## src/inc/pio_channel_consts.vh

```
`ifndef PIO_CHANNEL_CONSTS_VH
`define PIO_CHANNEL_CONSTS_VH

// address bit 0 selects data (0) or control/status (1)
`define ADDR_DATA 1'b0
`define ADDR_CTRL 1'b1

// command word fields
`define CMD_OUT_EN 0
`define CMD_INT_EN 1
`define CMD_IN_EN 2
`define CMD_DEV_CTRL 5
`define CMD_SOFT_RESET 6
`define CMD_RESET_VALUE 8'h00

// status byte fields
`define STAT_OUT_READY 0
`define STAT_IN_AVAIL 1
`define STAT_DEV_READY_LOW 7

// mode word the host is expected to write (octal 116)
`define MODE_WORD_VALUE 8'h4E

// handshake strobe timebase: system clock divided by 5 then by 4
`define STROBE_DIV 5'd20
`define STROBE_DIV_LAST 5'd19
`define DIV_WIDTH 5

// edges after reset release before the strap synchroniser holds the pin level
`define STRAP_SETTLE 2'b10

// output buffer shape
`define OBUF_WIDTH 8
`define OBUF_DEPTH 4
`define OBUF_AW 2

`endif

```

## src/logic/byte_fifo.v

```verilog
`timescale 1ns/1ps
`default_nettype none

module byte_fifo #(
    parameter WIDTH = 8,
    parameter DEPTH = 4,
    parameter AW = 2
) (
    input wire clk,
    input wire rst_n,
    input wire flush,
    input wire in_valid,
    output wire in_ready,
    input wire [WIDTH-1:0] in_data,
    output wire out_valid,
    input wire out_ready,
    output wire [WIDTH-1:0] out_data
);

    reg [WIDTH-1:0] mem_ff [0:DEPTH-1];
    reg [AW-1:0] wr_ptr_ff;
    reg [AW-1:0] rd_ptr_ff;
    reg [AW:0] count_ff;
    wire push;
    wire pop;
    integer i;

    assign in_ready = (count_ff != DEPTH[AW:0]);
    assign out_valid = (count_ff != {(AW+1){1'b0}});
    assign out_data = mem_ff[rd_ptr_ff];
    assign push = in_valid & in_ready;
    assign pop = out_valid & out_ready;

    always @(posedge clk or negedge rst_n) begin
        if (!rst_n) begin
            wr_ptr_ff <= {AW{1'b0}};
            rd_ptr_ff <= {AW{1'b0}};
            count_ff <= {(AW+1){1'b0}};
            for (i = 0; i < DEPTH; i = i + 1) begin
                mem_ff[i] <= {WIDTH{1'b0}};
            end
        end else if (flush) begin
            wr_ptr_ff <= {AW{1'b0}};
            rd_ptr_ff <= {AW{1'b0}};
            count_ff <= {(AW+1){1'b0}};
        end else begin
            if (push) begin
                mem_ff[wr_ptr_ff] <= in_data;
                wr_ptr_ff <= wr_ptr_ff + 1'b1;
            end
            if (pop) begin
                rd_ptr_ff <= rd_ptr_ff + 1'b1;
            end
            if (push && !pop) begin
                count_ff <= count_ff + 1'b1;
            end else if (pop && !push) begin
                count_ff <= count_ff - 1'b1;
            end
        end
    end

endmodule

`default_nettype wire

```

## src/logic/pio_channel.v

```verilog
// Operation
// even address is data port, odd address is control and status
// data port write puts the byte on the output data lines
// data port read returns the byte from the input data lines
// host initialises with a mode word then a command word
// host always writes octal 116 as the mode word
// once mode is taken, ignore mode until hard or soft reset
// later control writes are command words, rewritable any time
// command bit 0 output enable, bit 1 interrupt, bit 2 input enable
// command bit 5 set drives both control lines low, clear drives high
// command bit 6 set resets channel back to awaiting mode word
// host writes zero in command bits 3 and 4
// control address read returns status byte
// status bit 0 set when a new output byte can be accepted
// status bit 1 set when an input byte awaits collection
// status bit 7 set while peripheral ready line is low
// output data true or inverted by static strap
// output bits ascend from pin one, input pins descend to the LSB
// host order: reset, mode, command, status, then data
// handshake actions trigger on high-to-low transitions
// newly latched output byte gives one strobe on the divided clock
// falling acknowledge clears output full, output ready returns
// host checks output ready before writing a new byte
// channel drives strobe, request, control; peripheral drives the rest
// falling input strobe latches input, sets available; data read clears
`timescale 1ns/1ps
`default_nettype none
`include "pio_channel_consts.vh"

module pio_channel (
    input wire CLK,
    input wire RST_N,
    input wire SEL,
    input wire ADDR0,
    input wire IO_WR,
    input wire IO_RD,
    input wire [7:0] WDATA,
    output reg [7:0] RDATA,
    output reg [7:0] OUT_DATA,
    output reg TAKE_DATA_N,
    input wire DATA_TAKEN,
    input wire [7:0] IN_PINS,
    input wire DATA_SENT,
    output reg SEND_DATA_N,
    input wire DEVICE_READY,
    output reg DEV_CTRL_A,
    output reg DEV_CTRL_B,
    output reg INT_ENABLE,
    input wire POLARITY_INVERT_STRAP
);

    // pin synchronisers: first stage read only by the second
    reg [7:0] in_s1_ff;
    reg [7:0] in_s2_ff;
    reg sent_s1_ff;
    reg sent_s2_ff;
    reg sent_d_ff;
    reg taken_s1_ff;
    reg taken_s2_ff;
    reg taken_d_ff;
    reg rdy_s1_ff;
    reg rdy_s2_ff;
    reg strap_s1_ff;
    reg strap_s2_ff;

    // channel state
    reg mode_set_ff;
    reg [7:0] cmd_ff;
    reg invert_ff;
    reg strap_taken_ff;
    reg [1:0] strap_wait_ff;
    reg [7:0] out_reg_ff;
    reg output_full_ff;
    reg strobe_pend_ff;
    reg [7:0] in_buf_ff;
    reg in_avail_ff;
    reg [`DIV_WIDTH-1:0] div_ff;

    wire data_wr;
    wire data_rd;
    wire ctrl_wr;
    wire ctrl_rd;
    wire soft_reset;
    wire tick;
    wire sent_fall;
    wire output_full_clear;
    wire fifo_in_ready;
    wire fifo_out_valid;
    wire fifo_out_ready;
    wire [7:0] fifo_out_data;
    reg [7:0] in_byte;
    reg [7:0] status;
    integer k;

    assign data_wr = SEL & IO_WR & (ADDR0 == `ADDR_DATA);
    assign data_rd = SEL & IO_RD & (ADDR0 == `ADDR_DATA);
    assign ctrl_wr = SEL & IO_WR & (ADDR0 == `ADDR_CTRL);
    assign ctrl_rd = SEL & IO_RD & (ADDR0 == `ADDR_CTRL);
    assign soft_reset = ctrl_wr & mode_set_ff & WDATA[`CMD_SOFT_RESET];
    assign tick = (div_ff == `STROBE_DIV_LAST);
    assign sent_fall = sent_d_ff & ~sent_s2_ff;
    assign output_full_clear = taken_d_ff & ~taken_s2_ff;

    // the buffer feeds the output latch only while output is enabled
    assign fifo_out_ready = mode_set_ff & cmd_ff[`CMD_OUT_EN] & ~output_full_ff;

    always @(posedge CLK or negedge RST_N) begin
        if (!RST_N) begin
            in_s1_ff <= 8'h00;
            in_s2_ff <= 8'h00;
            sent_s1_ff <= 1'b1;
            sent_s2_ff <= 1'b1;
            sent_d_ff <= 1'b1;
            taken_s1_ff <= 1'b1;
            taken_s2_ff <= 1'b1;
            taken_d_ff <= 1'b1;
            rdy_s1_ff <= 1'b1;
            rdy_s2_ff <= 1'b1;
            strap_s1_ff <= 1'b0;
            strap_s2_ff <= 1'b0;
        end else begin
            in_s1_ff <= IN_PINS;
            in_s2_ff <= in_s1_ff;
            sent_s1_ff <= DATA_SENT;
            sent_s2_ff <= sent_s1_ff;
            sent_d_ff <= sent_s2_ff;
            taken_s1_ff <= DATA_TAKEN;
            taken_s2_ff <= taken_s1_ff;
            taken_d_ff <= taken_s2_ff;
            rdy_s1_ff <= DEVICE_READY;
            rdy_s2_ff <= rdy_s1_ff;
            strap_s1_ff <= POLARITY_INVERT_STRAP;
            strap_s2_ff <= strap_s1_ff;
        end
    end

    // input pins run from D7 at the first pin down to D0 at the last
    always @* begin
        in_byte = 8'h00;
        for (k = 0; k < 8; k = k + 1) begin
            in_byte[k] = in_s2_ff[7-k];
        end
    end

    // strap is static: caught once, after the synchroniser has refilled from reset
    always @(posedge CLK or negedge RST_N) begin
        if (!RST_N) begin
            strap_wait_ff <= 2'b00;
            strap_taken_ff <= 1'b0;
            invert_ff <= 1'b0;
        end else if (!strap_taken_ff) begin
            if (strap_wait_ff == `STRAP_SETTLE) begin
                strap_taken_ff <= 1'b1;
                invert_ff <= strap_s2_ff;
            end else begin
                strap_wait_ff <= strap_wait_ff + 2'b01;
            end
        end
    end

    // mode and command words
    always @(posedge CLK or negedge RST_N) begin
        if (!RST_N) begin
            mode_set_ff <= 1'b0;
            cmd_ff <= `CMD_RESET_VALUE;
        end else if (ctrl_wr) begin
            if (!mode_set_ff) begin
                // any value is taken as the mode word; only one is meaningful
                mode_set_ff <= 1'b1;
            end else if (soft_reset) begin
                mode_set_ff <= 1'b0;
                cmd_ff <= `CMD_RESET_VALUE;
            end else begin
                cmd_ff <= WDATA;
            end
        end
    end

    // divided timebase for the output strobe
    // free running, so the first strobe waits up to one divided period
    always @(posedge CLK or negedge RST_N) begin
        if (!RST_N) begin
            div_ff <= {`DIV_WIDTH{1'b0}};
        end else if (tick) begin
            div_ff <= {`DIV_WIDTH{1'b0}};
        end else begin
            div_ff <= div_ff + 1'b1;
        end
    end

    // output latch and handshake
    always @(posedge CLK or negedge RST_N) begin
        if (!RST_N) begin
            out_reg_ff <= 8'h00;
            output_full_ff <= 1'b0;
            strobe_pend_ff <= 1'b0;
            TAKE_DATA_N <= 1'b1;
        end else if (soft_reset) begin
            output_full_ff <= 1'b0;
            strobe_pend_ff <= 1'b0;
            TAKE_DATA_N <= 1'b1;
        end else begin
            // a load beats a stale acknowledge in the same cycle
            if (fifo_out_valid && fifo_out_ready) begin
                out_reg_ff <= fifo_out_data;
                output_full_ff <= 1'b1;
                strobe_pend_ff <= 1'b1;
            end else if (output_full_clear) begin
                output_full_ff <= 1'b0;
            end
            // strobe goes low for one divided period, aligned to the tick
            if (tick) begin
                if (!TAKE_DATA_N) begin
                    TAKE_DATA_N <= 1'b1;
                end else if (strobe_pend_ff) begin
                    TAKE_DATA_N <= 1'b0;
                    strobe_pend_ff <= 1'b0;
                end
            end
        end
    end

    // output lines follow the latch, true or inverted
    always @(posedge CLK or negedge RST_N) begin
        if (!RST_N) begin
            OUT_DATA <= 8'h00;
        end else begin
            OUT_DATA <= out_reg_ff ^ {8{invert_ff}};
        end
    end

    // input capture; a new byte in the read cycle keeps the flag set
    always @(posedge CLK or negedge RST_N) begin
        if (!RST_N) begin
            in_buf_ff <= 8'h00;
            in_avail_ff <= 1'b0;
        end else if (soft_reset) begin
            in_avail_ff <= 1'b0;
        end else if (sent_fall && mode_set_ff && cmd_ff[`CMD_IN_EN]) begin
            in_buf_ff <= in_byte;
            in_avail_ff <= 1'b1;
        end else if (data_rd) begin
            in_avail_ff <= 1'b0;
        end
    end

    // status byte, reserved bits read zero
    always @* begin
        status = 8'h00;
        status[`STAT_OUT_READY] = fifo_in_ready;
        status[`STAT_IN_AVAIL] = in_avail_ff;
        status[`STAT_DEV_READY_LOW] = ~rdy_s2_ff;
    end

    // read data registered one cycle after the read strobe
    always @(posedge CLK or negedge RST_N) begin
        if (!RST_N) begin
            RDATA <= 8'h00;
        end else if (data_rd) begin
            RDATA <= in_buf_ff;
        end else if (ctrl_rd) begin
            RDATA <= status;
        end
    end

    // peripheral control lines and request
    always @(posedge CLK or negedge RST_N) begin
        if (!RST_N) begin
            DEV_CTRL_A <= 1'b1;
            DEV_CTRL_B <= 1'b1;
            SEND_DATA_N <= 1'b1;
            INT_ENABLE <= 1'b0;
        end else begin
            DEV_CTRL_A <= ~cmd_ff[`CMD_DEV_CTRL];
            DEV_CTRL_B <= ~cmd_ff[`CMD_DEV_CTRL];
            // request falls when input is enabled and the buffer is empty
            SEND_DATA_N <= ~(mode_set_ff & cmd_ff[`CMD_IN_EN] & ~in_avail_ff);
            INT_ENABLE <= cmd_ff[`CMD_INT_EN];
        end
    end

    // write buffer: status bit 0 clears when it fills; further host writes are dropped
    byte_fifo #(
        .WIDTH(`OBUF_WIDTH),
        .DEPTH(`OBUF_DEPTH),
        .AW(`OBUF_AW)
    ) u_obuf (
        .clk(CLK),
        .rst_n(RST_N),
        .flush(soft_reset),
        .in_valid(data_wr),
        .in_ready(fifo_in_ready),
        .in_data(WDATA),
        .out_valid(fifo_out_valid),
        .out_ready(fifo_out_ready),
        .out_data(fifo_out_data)
    );

endmodule

`default_nettype wire

```

## config.mk

```make
export PLATFORM = sky130hd
export DESIGN_NAME = pio_channel
export DESIGN_NICKNAME = d
export VERILOG_FILES = /design/src/logic/byte_fifo.v /design/src/logic/pio_channel.v
export VERILOG_INCLUDE_DIRS = /design/src /design/src/inc
export SDC_FILE = /design/constraint.sdc
export NUM_CORES = 1
export LEC_CHECK = 0
export ABC_AREA = 1
export BUFFER_PORTS_ARGS = -buffer_cell sky130_fd_sc_hd__buf_2
export CAP_MARGIN = 25
export CORE_ASPECT_RATIO = 1.2
export CORE_MARGIN = 4
export CORE_UTILIZATION = 63
export DETAILED_ROUTE_END_ITERATION = 10
export HOLD_SLACK_MARGIN = 0.15
export MAX_ROUTING_LAYER = met4
export PLACE_DENSITY_LB_ADDON = 0.1
export SKIP_LAST_GASP = 1
export SYNTH_ARGS = -nofsm -noshare
export SYNTH_HDL_FRONTEND = slang
export SYNTH_HIERARCHICAL = 1
export SYNTH_SLANG_ARGS = --single-unit
```

## constraint.sdc

```tcl
create_clock -name CLK -period 2.6 [get_ports CLK]
set_input_delay 0.78 -clock CLK [delete_from_list [all_inputs] [get_ports CLK]]
set_output_delay 0.78 -clock CLK [all_outputs]
set_load 0.03 [all_outputs]
```

==> results.md, run 1 <==
Clocking:
- The clock insertion delay at the later pin of the skew report is 490 ps.
- The H-tree was split into 4 levels.
- The cts-stage hold buffer count is 0.
- The cell sitting at the root of the clock tree is a sky130_fd_sc_hd__clkbuf_8.
- The clock drives about 120 sinks.
- Counting the buffers created by CTS gives 17.
- The clock passes through at most 2 buffers.
- The register clock-pin slew on the reported worst setup and hold paths is 60 ps.
- TritonCTS built the clock tree.
- The number of setup buffers added after CTS is 0.
- After clock tree synthesis, the repair step resized 0 gates.

Setup path:
- The critical path data arrival time is approximately 1200 ps.
- The category of the worst setup path capture point is an output port.
- The maximum fanout along the worst path is 3.
- For this design, the slowest cell found on the critical path is sky130_fd_sc_hd__dfstp_2.
- The data required time of the worst path is 1820 ps.
- The worst setup path category is register to output port.
- The worst register-to-register path has a depth of 11.
- The critical path goes through buf_2.
- The endpoint identified for the worst register-to-register timing path is u_obuf/count_ff[2]$_DFFE_PN0P_.
- The worst register-to-register path begins at u_obuf/count_ff[0]$_DFFE_PN0P_.
- The launching element type of the critical path is a register.
- The gate family responsible for the most delay along the worst path is flip-flops.
- Together, buffers and inverters on the worst path number 1.
- In this run the register-to-register setup slack is 600 ps.
- On the worst path, the slowest cell contributes a delay of 550 ps.

Place:
- The count of input and output buffers is 46.
- The pre-CTS setup slack is 255 ps.
- The weighted congestion at the end of routability-driven global placement is 0.835.
- Once detailed placement completed, the half-perimeter wirelength came to roughly 5900 microns.
- The placed instances occupy a cell area of about 5000 sq um.
- The number of placed instances with taps included is 576.

Final layout:
- The finished layout holds 608 standard cells, fillers aside.
- The number of nets in the final layout is about 540.
- Relative to the synthesized area, the layout overhead comes to 18.1%.
- The final instance area is 5550 sq um.
- The number of fill cells in the layout is 481.
- In the final layout, the multi-input gates occupy 1500 sq um.
- The number of antenna diodes is 0.
- The sequential cell area in the final layout is 2970 sq um.
- The post-route core utilization is roughly 76%.
- In the final layout, the share of cells above drive strength 1 is 22.8%.

Global routing:
- The remaining global-route overflow is 0.
- The number of global-route vias before repair came to 3346.
- The largest net degree at the start of global routing is 42.
- The number of antenna violations at the first check in global routing was 0.
- The first global-routing pass estimated 15800 microns of wire.
- Global routing consumed, over all layers together, 24.0% of the routing resources.

Synth:
- By count the netlist is led by sky130_fd_sc_hd__dfrtp_1, sky130_fd_sc_hd__nand2_1, sky130_fd_sc_hd__inv_1, sky130_fd_sc_hd__nor2_1, sky130_fd_sc_hd__nand3_1.
- The average instance in the mapped netlist occupies 10.5 sq um.
- The biggest area contributor in the post-synthesis netlist is sky130_fd_sc_hd__dfrtp_1.
- The leading cell type by number of instances after synthesis is sky130_fd_sc_hd__dfrtp_1.
- The share of the synthesized area in the top cell type is 57.0%.
- By area the synthesized netlist is led by sky130_fd_sc_hd__dfrtp_1, sky130_fd_sc_hd__nand2_1, sky130_fd_sc_hd__dfstp_2.
- The cell count after synthesis is 448.
- The sequential element share of the synthesized area is 63.1%.
- Counting flops and latches in the post-synthesis netlist gives 118.
- After synthesis the cells add up to 4700 sq um.
- Synthesis instantiated 32 different standard cells from the library.
- The yosys synthesis warning count is 6.
- In the synthesized netlist the dominant register cell turns out to be sky130_fd_sc_hd__dfrtp_1.
- The synthesized design contains 0 enable-type register cells.
- The net count of the mapped netlist is 481.
- Counting flops with an async set or reset pin after synthesis yields a share of between 90% and 100%.

Routing:
- Dividing the detail-routed wire length by the instance count gives 15.3 microns.
- The count of antenna-violating nets left after detailed routing is 0.
- Summing over every cut layer, the via total after detailed routing is 3285.
- The total wire length is about 9300 microns.
- The number of detailed-route iterations in the first pass is 4.
- Dividing the detail-routed via count by the number of cells gives between 5 and 6.
- The final routed DRC violation total is 0.
- The first routing iteration left 220 violations.

Timing:
- The count of final max-slew check failures came to 0.
- For the pin with the worst max-slew slack, the measured transition is 540 ps.
- Derived from the worst setup path, the maximum achievable clock frequency is 495 MHz.
- The period utilization is just under 80%.
- Setup violations remaining at the end of the flow were counted as 0.
- The worst slew margin relative to its limit is 64.0%.
- In the post-route analysis, the smallest setup slack over all paths is 579 ps.
- The final critical-path required period is 2020 ps.
- Setup repair after global routing left no endpoint under its margin.
- The final number of hold-violating endpoints is 0.
- The total negative slack for setup checks is 0 ps.
- On the final layout, the worst clock skew is between 10 and 15 ps.

Floorplan:
- Once the floorplan was initialized, standard cells occupied 64.6% of the core.
- The core area is roughly 7300 sq um.
- The row count is 34.
- The top-level I/O count is 47.
- The die extent in x is approximately 87 microns.
- The die area is roughly 8900 sq um.
- The die height is 103 microns.

Flow run:
- Across the run, the number of max-cap violations was 0.

Hold path:
- The tightest min-delay check is of the input pin to asynchronous set/reset pin type.

Status:
- The flow ran to the end, and the final reports show no timing, DRC or antenna violations.

Pwr:
- The total power density per cell area is 1180 nW/um^2.
- The worst-case vdd ir drop is 0.773 mV.
- The leakage component of the power is 2.85 nW.
[area by class of cell]
cell class / instances / share of cell area (%)
Clock inverter: 12 / 1.89
Inverter: 37 / 2.50
Tap cell: 90 / 2.03
Multi-Input combinational cell: 280 / 27.0
Clock buffer: 20 / 8.03
Timing Repair Buffer: 51 / 5.09
Sequential cell: 118 / 53.4
[placed cells by master (no fill, tap or decap), types with 3 or more instances in the layout]
| master | Yosys | final |
|---|---|---|
| sky130_fd_sc_hd__a22o_1 | 5 | 5 |
| sky130_fd_sc_hd__nand2_1 | 99 | 99 |
| sky130_fd_sc_hd__clkbuf_8 | 0 | 3 |
| sky130_fd_sc_hd__a21oi_1 | 9 | 9 |
| sky130_fd_sc_hd__o22ai_1 | 8 | 8 |
| sky130_fd_sc_hd__nand3_1 | 27 | 27 |
| sky130_fd_sc_hd__xor2_1 | 11 | 11 |
| sky130_fd_sc_hd__nand4_1 | 3 | 3 |
| sky130_fd_sc_hd__clkinvlp_4 | 0 | 5 |
| sky130_fd_sc_hd__nor2_2 | 3 | 3 |
| sky130_fd_sc_hd__buf_4 | 3 | 5 |
| sky130_fd_sc_hd__ha_1 | 6 | 6 |
| sky130_fd_sc_hd__o21ai_2 | 7 | 7 |
| sky130_fd_sc_hd__nand2_4 | 6 | 6 |
| sky130_fd_sc_hd__clkbuf_16 | 0 | 16 |
| sky130_fd_sc_hd__o21ai_1 | 25 | 25 |
| sky130_fd_sc_hd__inv_1 | 36 | 36 |
| sky130_fd_sc_hd__clkinv_2 | 0 | 4 |
| sky130_fd_sc_hd__nor2_1 | 32 | 32 |
| sky130_fd_sc_hd__dfrtp_1 | 107 | 107 |
| sky130_fd_sc_hd__buf_2 | 4 | 45 |
| sky130_fd_sc_hd__dfstp_2 | 11 | 11 |
| sky130_fd_sc_hd__o21ai_0 | 23 | 23 |
| sky130_fd_sc_hd__nand2_2 | 3 | 3 |
[worst max-delay path by stage]
stage                                    from                              to  slack, ps  depth (start not counted)
6_report              TAKE_DATA_N$_DFFE_PN1P_                     TAKE_DATA_N        580                          1
3_5_place_dp                              SEL  u_obuf/count_ff[2]$_DFFE_PN0P_        260                         12
3_3_place_gp                              SEL  u_obuf/count_ff[2]$_DFFE_PN0P_        330                         13
4_1_cts               TAKE_DATA_N$_DFFE_PN1P_                     TAKE_DATA_N        550                          1
2_1_floorplan                           ADDR0  u_obuf/count_ff[2]$_DFFE_PN0P_        470                         12
5_1_grt        u_obuf/count_ff[0]$_DFFE_PN0P_  u_obuf/count_ff[2]$_DFFE_PN0P_        510                         11
[cells by family after synthesis]
| family | share of synthesized area, % |
|---|---|
| AO/OA/AOI/OAI | 9.82 |
| adder cells (fa/ha/maj) | 2.02 |
| buffers and inverters | 4.98 |
| XOR/XNOR | 2.42 |
| AND/OR/NAND/NOR | 17.6 |
| flip-flops | 63.1 |
[metrics by stage]
| step | hold slack [ps] | power, mW |
|---|---|---|
| 5_1_grt | 274 | 6.95 |
| 4_1_cts | 263 | 6.61 |
| 2_1_floorplan | 331 | 3.96 |
| 3_5_place_dp | 335 | 4.45 |
| 3_3_place_gp | 332 | 4.36 |
| 6_report | 263 | 6.57 |
[state kept, by name, summed over array words and instances (netlist names), 2 cells and up]
register          count
OUT_DATA              8
RDATA                 8
cmd_ff                4
div_ff                5
in_buf_ff             8
in_s1_ff              8
in_s2_ff              8
out_reg_ff            8
strap_wait_ff         2
u_obuf/count_ff       3
u_obuf/mem_ff        32
u_obuf/rd_ptr_ff      2
u_obuf/wr_ptr_ff      2
[metal layers]
| layer | track usage (%) | wire length [microns] | part of all wire, % | up-vias |
|---|---|---|---|---|
| met4 | 9.71 | 175 | 1.9 | 0 |
| met2 | 38.5 | 5000 | 54 | 92 |
| met5 | - | 0 | 0 | - |
| met3 | 6.39 | 440 | 4.7 | 12 |
| li1 | - | - | - | 1572 |
| met1 | 28.8 | 3710 | 40 | 1609 |
[where the power goes]
part           switching (mW)  internal (mW)  leakage, nW
logic                    1.11          0.603         1.16
registers               0.339           2.41         1.43
clock network           0.793           1.31        0.259
total                    2.25           4.32         2.85
Power figures use the tool's default switching activity.
==> run 2: changes to the inputs <==
ABC_AREA = 0   (was 1)
CORE_UTILIZATION = 53   (was 63)
clock period = 1.7 ns   (was 2.6 ns; I/O delays follow)
==> run 2 against run 1 <==
  * The run now ends with negative setup slack left
  * Hold slack better by 25 ps
  * Register-to-register slack worse by 750 ps
  * Final cell count is 7.1% lower
  * Sequential power is 52% higher
  * Cell area is 12% higher
  * Sequential cell count stayed put
  * Synthesized cell count is 26% lower
==> results.md, run 2 <==
Status:
- The flow ran to the end, but the final reports show violations.
- The final reports fail on negative setup slack.

Synth:
- The share of the Yosys chip area taken by registers is about 62%.
- The share of the synthesized area in the top cell type is 56.2%.
- The yosys synthesis warning count is 6.
- The post-synthesis async set-or-reset flop share is 100%.
- The number of storage elements in the synthesis netlist is 118.
- The most common cell in the synthesized netlist is sky130_fd_sc_hd__dfrtp_1.
- The synthesized netlist occupies a cell area of about 4800 sq um.
- Counting flops with a built-in enable in the synthesized netlist gives 0.
- For this run, the leading register cell type out of synthesis is sky130_fd_sc_hd__dfrtp_1.
- The cell type contributing the most total cell area after synthesis is sky130_fd_sc_hd__dfrtp_1.
- The count of unique library cells instantiated by Yosys is 52.
- Ranked by total cell area, the synthesized netlist is headed by sky130_fd_sc_hd__dfrtp_1, sky130_fd_sc_hd__mux2_2, sky130_fd_sc_hd__dfstp_2.
- A synthesized cell averages 14.3 sq um.
- The cell count after synthesis is 333.
- When the netlist entered floorplanning its net count stood at 366.
- By count the netlist is led by sky130_fd_sc_hd__dfrtp_1, sky130_fd_sc_hd__mux2_2, sky130_fd_sc_hd__o21ai_0, sky130_fd_sc_hd__nand2_1, sky130_fd_sc_hd__nor2_1.

Final layout:
- The area added between synthesis and finish is 29.9%.
- For this run, the post-layout net count is 468.
- After filler insertion, the fill cell instance count of the layout stands at approximately 590.
- The library cells used most frequently in the layout, excluding fill and tap cells, are sky130_fd_sc_hd__dfrtp_1, sky130_fd_sc_hd__buf_2, sky130_fd_sc_hd__mux2_2.
- The post-layout instance count excluding filler cells is 565.
- The number of flip-flops under the largest register name is 32.
- The post-route core utilization is between 70% and 80%.
- 0 antenna diodes ended up in the layout.
- After routing the design area is a little over 6000 sq um.
- The layout cell share with drive strength beyond 1 is 44.9%.
- The library cell used most frequently in the layout, excluding fill and tap cells, is sky130_fd_sc_hd__dfrtp_1.
- The register with the most flip-flops in the final layout is u_obuf/mem_ff.

Clocking:
- The maximum level of the CTS H-tree is 4.
- The tree is rooted in a sky130_fd_sc_hd__clkbuf_8.
- After clock tree synthesis, the clock-pin slew on the worst setup and hold paths is 50 ps.
- Counting every sink on the clock net gives 118.
- In this run, CTS created clock tree buffers numbering 17.
- The clock passes through at most 2 buffers.
- The TritonCTS clock tree is yes.
- The clock insertion delay at the later pin of the skew report is 510 ps.

Floorplan:
- The initial utilization of the core area, before any placement, comes to a little under three fifths.
- The die area is 10600 sq um.
- The core area is just under 9000 sq um.
- The die extent in x is 94.6 microns.
- The top-level I/O count is 47.
- The die height is roughly 110 microns.
- The row count is 37.

Pwr:
- The worst-case vdd ir drop is 0.979 mV.
- Power comes to slightly above 10 mW.
- Dividing total power by cell area gives a power density of 1680 nW/um^2.
- The leakage component of the power is 2.93 nW.

Setup path:
- In this design, the stage delay of the slowest critical-path cell is about 440 ps.
- The signal on the critical path passes through nor3b_4 > inv_4 > and3_4 > fa_2 > and3b_1 > a21o_1 > a211oi_2.
- The launching element type of the critical path is a register.
- The setup path with the least slack is of type register to register.
- The data required time of the worst path is 2120 ps.
- STA puts the critical path data arrival time at 2270 ps.
- On the critical path, the stage with the largest delay is an instance of sky130_fd_sc_hd__dfrtp_2.
- The category of the worst setup path capture point is a register.
- The maximum fanout along the worst path is 5.

Routing:
- The number of vias per cell is 5.04.
- The first detailed-routing pass took 4 iterations.
- The count of antenna-violating nets left after detailed routing is 0.
- In the final routed layout, each cell accounts on average for 15.5 microns.
- For this block, the initial DRC count from the detailed router was 81.
- The final routed DRC violation total is 0.
- The final route contains 2848 vias.
- The total wire length is roughly 8700 microns.

Place:
- Port buffering added 46 buffers.
- The placed standard-cell area is 5440 sq um.
- Routability-driven placement finished with a final weighted congestion of 0.835.
- After detailed placement, the design holds a cell count of 516.
- The HPWL after detailed placement is 5850 microns.
- Timing analysis after detailed placement gives a worst setup slack of -262 ps.

Hold path:
- The path class of the tightest hold or removal check is input pin to register.

Global routing:
- The first global-routing pass estimated 15400 microns of wire.
- The number of global-route vias before repair was 3155.
- The remaining global-route overflow is 0.
- In the global route stage, overall resource usage came out at around 20%.
- Entering global routing, the biggest net connects 55 pins.
- The number of antenna violations at the first check in global routing is 0.

Timing:
- The final critical-path required period is 1850 ps.
- The count of final max-slew check failures is 0.
- In the post-route analysis, the smallest setup slack over all paths is -151 ps.
- Across the routed clock network, the largest skew measured is about 8.3 ps.
- The worst slew margin relative to its limit is 67.7%.
- For the pin with the worst max-slew slack, the measured transition is 483 ps.
- Setup repair after global routing could not meet its margin everywhere.
- In the final timing run, aggregate negative setup slack is -1130 ps.
- The achievable clock frequency is 540 MHz.
- The total of endpoints with negative setup slack in the final report is 9.
- The final number of hold-violating endpoints is 0.
- Hold timing on the final database bottoms out at a slack of 288 ps.
- The period utilization is 109%.

Flow run:
- Max-cap violations in this run came to 0.
## run 2: cell types whose count changed in the layout (fill, tap and decap cells not counted), sizes merged, moves of 5 or more
| cell | before | now |
|---|---|---|
| clkinvlp | 5 | 0 |
| mux2 | 0 | 50 |
| nand3 | 29 | 8 |
| inv | 37 | 14 |
| nand2b | 0 | 10 |
| o21ai | 55 | 20 |
| nand2 | 108 | 17 |
| clkbuf | 20 | 28 |
| nor2 | 38 | 16 |
| o22ai | 8 | 1 |
| buf | 51 | 83 |
| dlygate4sd3 | 0 | 13 |
| mux4 | 0 | 8 |
## run 2: area by class of cell
cell class	instances	area, sq um	share of cell area (%)
Clock buffer	28	515	8.32
Timing Repair Buffer	96	728	11.8
Sequential cell	118	2970	47.9
Inverter	14	55.1	0.889
Multi-Input combinational cell	188	1760	28.4
Clock inverter	4	20.0	0.323
Tap cell	117	146	2.36
## run 2: per-layer routing
metal | up-vias | share of wire [%] | GRT usage (%)
met5 | - | 0 | -
met4 | 0 | 1.2 | 6.35
met3 | 10 | 3.9 | 5.74
met2 | 52 | 51 | 30.8
met1 | 1425 | 44 | 24.7
li1 | 1361 | - | -
## run 2: cell families after synthesis
group           after synthesis  share of synthesized area (%)
compound gates               38                           5.30
xor+xnor                     13                           2.39
fa+ha+maj                     7                           1.99
buf+inv                      27                           2.73
flops                       118                           62.2
mux                          62                           16.5
simple gates                 68                           8.85
## run 2: where the power goes
| group | total [mW] | internal [mW] | leakage (nW) | switching [mW] |
|---|---|---|---|---|
| combinational | 3.08 | 1.65 | 1.23 | 1.43 |
| sequential | 4.19 | 3.70 | 1.44 | 0.482 |
| clock | 3.12 | 2.01 | 0.269 | 1.11 |
## run 2: what timing repair did
item,4_1_cts,5_1_grt
cloned,0,0
gates resized for setup,12,4
setup endpoints to repair,13,18
pin swaps,2,1
buffers inserted,2,2
hold buffers,13,0
endpoints found under the hold margin,29,0
## run 2: final timing paths
kind,depth (start not counted),start,to,slack (ps)
max in group asynchronous,3,RST_N,DEV_CTRL_B$_DFF_PN1_,640
min in group asynchronous,2,RST_N,in_s2_ff[0]$_DFF_PN0_,450
hold reg to reg,0,in_s1_ff[0]$_DFF_PN0_,in_s2_ff[0]$_DFF_PN0_,350
hold / removal,2,WDATA[7],u_obuf/mem_ff[31]$_DFFE_PN0P_,290
setup / recovery,7,u_obuf/count_ff[0]$_DFFE_PN0P_,u_obuf/count_ff[2]$_DFFE_PN0P_,-150
setup reg to reg,7,u_obuf/count_ff[0]$_DFFE_PN0P_,u_obuf/count_ff[2]$_DFFE_PN0P_,-150
## run 2: critical path: cells and delay by family, from the launching register on
family,cells,cell delay (ps)
and+or+nand+nor,3,590
DFF,1,440
adders and majority gates,1,350
AOI/OAI and AO/OA,2,340
buffers and inverters,1,50
==> run 3: changes to the inputs <==
SETUP_SLACK_MARGIN = 0.15   (was default)
TNS_END_PERCENT = 1   (was default)
==> run 3 against run 2 <==
  * The flow still finishes with violations (negative setup slack)
  * Cell area fell by 1.0%
  * Combinational power fell by 4%
  * First-iteration DRC count up 26%
  * Count of clock-buffer cells in the layout shrank 4
  * Setup slack lost 80 ps
  * Non-clock buffer count up 1
  * Die area is the same
  * Final cell count grew 0.18%
  * Sequential power is essentially flat
  * Register-to-register slack lost 80 ps
  * Global-route usage fell by 0.58 points
  * Critical endpoint unchanged
  * Largest power group unchanged
==> results.md, run 3 (synthesis gave the netlist of run 2 again) <==
Status:
- The flow ran to the end, but the final reports show violations.
- The final reports fail on negative setup slack.

Floorplan:
- The top-level I/O count is 47.
- From bottom edge to top edge, the die measures ~110 microns.
- The die covers roughly 11000 sq um.
- The floorplan has 37 rows.
- The floorplan step defined a core boundary enclosing 8660 sq um.
- In this run the horizontal extent of the chip is 94.6 microns.
- The initial utilization of the core area, before any placement, comes to around 55%.

Flow run:
- Across the run, the number of max-cap violations was 0.

Setup path:
- The critical path data arrival time is 2320 ps.
- The worst stage delay on the critical path is 450 ps.
- Walking the worst path, the cells encountered are nor3b_4 > inv_4 > and3_4 > fa_2 > and3b_2 > a311oi_2 > a211oi_2.
- Data on the critical path is required at its endpoint by 2090 ps.
- The highest-delay cell along the critical path is sky130_fd_sc_hd__dfrtp_2.
- The category of the worst setup path capture point is a register.
- The count of cells along the worst register-to-register path is 7.
- In this run the worst path has a maximum fanout of 5.
- The critical path in this run is classified as register to register.
- STA classifies the critical path startpoint as a register.

Timing:
- The post-route worst hold slack is approximately 260 ps.
- The worst clock skew is 8.06 ps.
- Static timing analysis puts the maximum clock frequency at just over 500 MHz.
- The final number of hold-violating endpoints is 0.
- The final worst slack is -231 ps.
- The actual transition at the worst max-transition pin is around 460 ps.
- The total of endpoints with negative setup slack in the final report is 15.
- The period utilization is 114%.
- The smallest clock period supported by the final layout is computed as a little under 2000 ps.
- The worst slew margin relative to its limit is between 60% and 70%.
- Setup repair after global routing could not meet its margin everywhere.
- The count of final max-slew check failures is 0.

Routing:
- The final routed DRC violation total is 0.
- In this run the remaining antenna-violating nets after routing total 0.
- The number of detailed-route iterations in the first pass is 4.
- The total wire length is just under 9000 microns.
- The average wire per standard cell is 15.4 microns.
- The overall via count from detail_route is 2905.
- After detailed routing, the number of vias per cell comes to 5.13.
- After the first detailed-routing iteration, the DRC count stood at 102.

Pwr:
- The fraction of power consumed by the clock network is 32.3%.
- Summed over all cells, the static leakage comes to around 2.9 nW.
- The share of power burned in registers is 39.6%.
- In this run switching power makes up 29.2% of total power.
- Across the VDD grid, the largest voltage drop is 1.10 mV.
- The internal portion of total power is ~7.5 mW.
- Combinational cells account for 28.1% of the total power.
- Summed over all nets, the switching power comes to about 3.1 mW.
- Dividing total power by cell area gives a power density of 1730 nW/um^2.
- After layout, the design draws a total of 10.6 mW.

Clocking:
- The clock insertion delay at the later pin of the skew report is about 520 ps.
- After clock tree synthesis, the clock-pin slew on the worst setup and hold paths is 60 ps.
- The maximum number of buffers from clock root to sink is 2.
- The CTS buffer count is 17.
- The tree is rooted in a sky130_fd_sc_hd__clkbuf_8.
- The TritonCTS clock tree is yes.
- Clock tree synthesis found a total of 118 sinks.
- The clock tree synthesis step divided the H-tree into 4 levels.

Final layout:
- The finished cells cover a little over 6000 sq um.
- The register with the most flip-flops is u_obuf/mem_ff.
- In the final layout, flip-flops and latches occupy 2970 sq um.
- The area growth from synthesis to layout is 28.6%.
- The commonest non-fill, non-tap cell in the layout is sky130_fd_sc_hd__dfrtp_1.
- The number of fill cells in the layout is 603.
- In the layout the commonest cells are sky130_fd_sc_hd__dfrtp_1, sky130_fd_sc_hd__mux2_2, sky130_fd_sc_hd__buf_2.
- The multi-input combinational cell area is roughly 1700 sq um.
- The net count of the finished layout is 469.
- 0 antenna diodes ended up in the layout.
- The number of flip-flops under the largest register name is 32.
- The layout cell share with drive strength beyond 1 is between 40 and 50%.

Hold path:
- The min-delay analysis places its worst path in the category input pin to register.
- Counting instances, the worst hold path has a depth of 2.

Global routing:
- After global routing the overflow that remains totals 0.
- The number of global-route vias before repair is 3133.
- In the global route stage, overall resource usage came out at around a fifth.
- The largest net degree at the start of global routing is 83.
- The number of antenna violations at the first check in global routing is 0.
- The first global-routing pass estimated 14800 microns of wire.

Place:
- The count of buffers added on input and output ports is 46.
- Routability-driven placement finished with a final weighted congestion of 0.843.
- The half-perimeter wire length after detailed placement is about 5600 microns.
- The placed standard-cell area is 5370 sq um.
- The pre-CTS setup slack is -229 ps.
run 3: through the flow:
step,std cells,TNS (ps),util (%)
floorplan,333,-7060,-
global placement,516,-6650,62.0
detailed placement,516,-7090,62.0
CTS,564,-1400,70.6
global route,566,-2100,70.8
finish,566,-1380,70.8
run 3: final cells by class:
cell class / instances / area share, %
multi-input combinational: 188 / 27.7
tap: 117 / 2.39
clock inverter: 8 / 1.59
inverter: 14 / 0.898
timing repair buffer: 97 / 11.2
clock buffer: 24 / 7.84
sequential: 118 / 48.4
run 3: power groups by stage:
stage / sequential, mW / combinational, mW / clock (mW)
floorplan: 4.39 / 1.68 / 0
global placement: 4.16 / 2.74 / 0
detailed placement: 4.21 / 2.81 / 0
CTS: 4.18 / 2.93 / 3.49
global route: 4.28 / 3.22 / 3.65
finish: 4.19 / 2.97 / 3.42
run 3: path summary, 6_finish.rpt:
| kind | from | endpoint | slack, ps |
|---|---|---|---|
| worst max register to register | u_obuf/count_ff[0]$_DFFE_PN0P_ | u_obuf/count_ff[2]$_DFFE_PN0P_ | -230 |
| worst min-delay path | WDATA[4] | u_obuf/mem_ff[20]$_DFFE_PN0P_ | 260 |
| worst max-delay path | u_obuf/count_ff[0]$_DFFE_PN0P_ | u_obuf/count_ff[2]$_DFFE_PN0P_ | -230 |
| min in group asynchronous | RST_N | div_ff[4]$_DFF_PN0_ | 560 |
| max in group asynchronous | RST_N | taken_s1_ff$_DFF_PN1_ | 760 |
| worst min register to register | in_s1_ff[4]$_DFF_PN0_ | in_s2_ff[4]$_DFF_PN0_ | 350 |
run 3: routing by layer:
metal,vias up,GRT usage (%),part of all wire (%)
li1,1368,-,-
met1,1457,23.0,44
met2,58,29.5,50
met3,22,6.28,3.7
met4,0,8.08,2.6
met5,-,-,0
run 3: worst max-delay path, delay by kind of cell, from the launching register on:
family	cells	cell delay [ps]
buffers and inverters	1	50
DFF	1	450
adders and majority gates	1	350
and+or+nand+nor	3	660
AOI/OAI and AO/OA	2	300
run 3: repair_timing:
action | CTS | global route
pin swaps | 1 | 3
setup endpoints to repair | 66 | 67
resized for setup | 5 | 2
hold buffers | 13 | 0
hold endpoints to repair | 119 | 0
setup buffers | 3 | 2
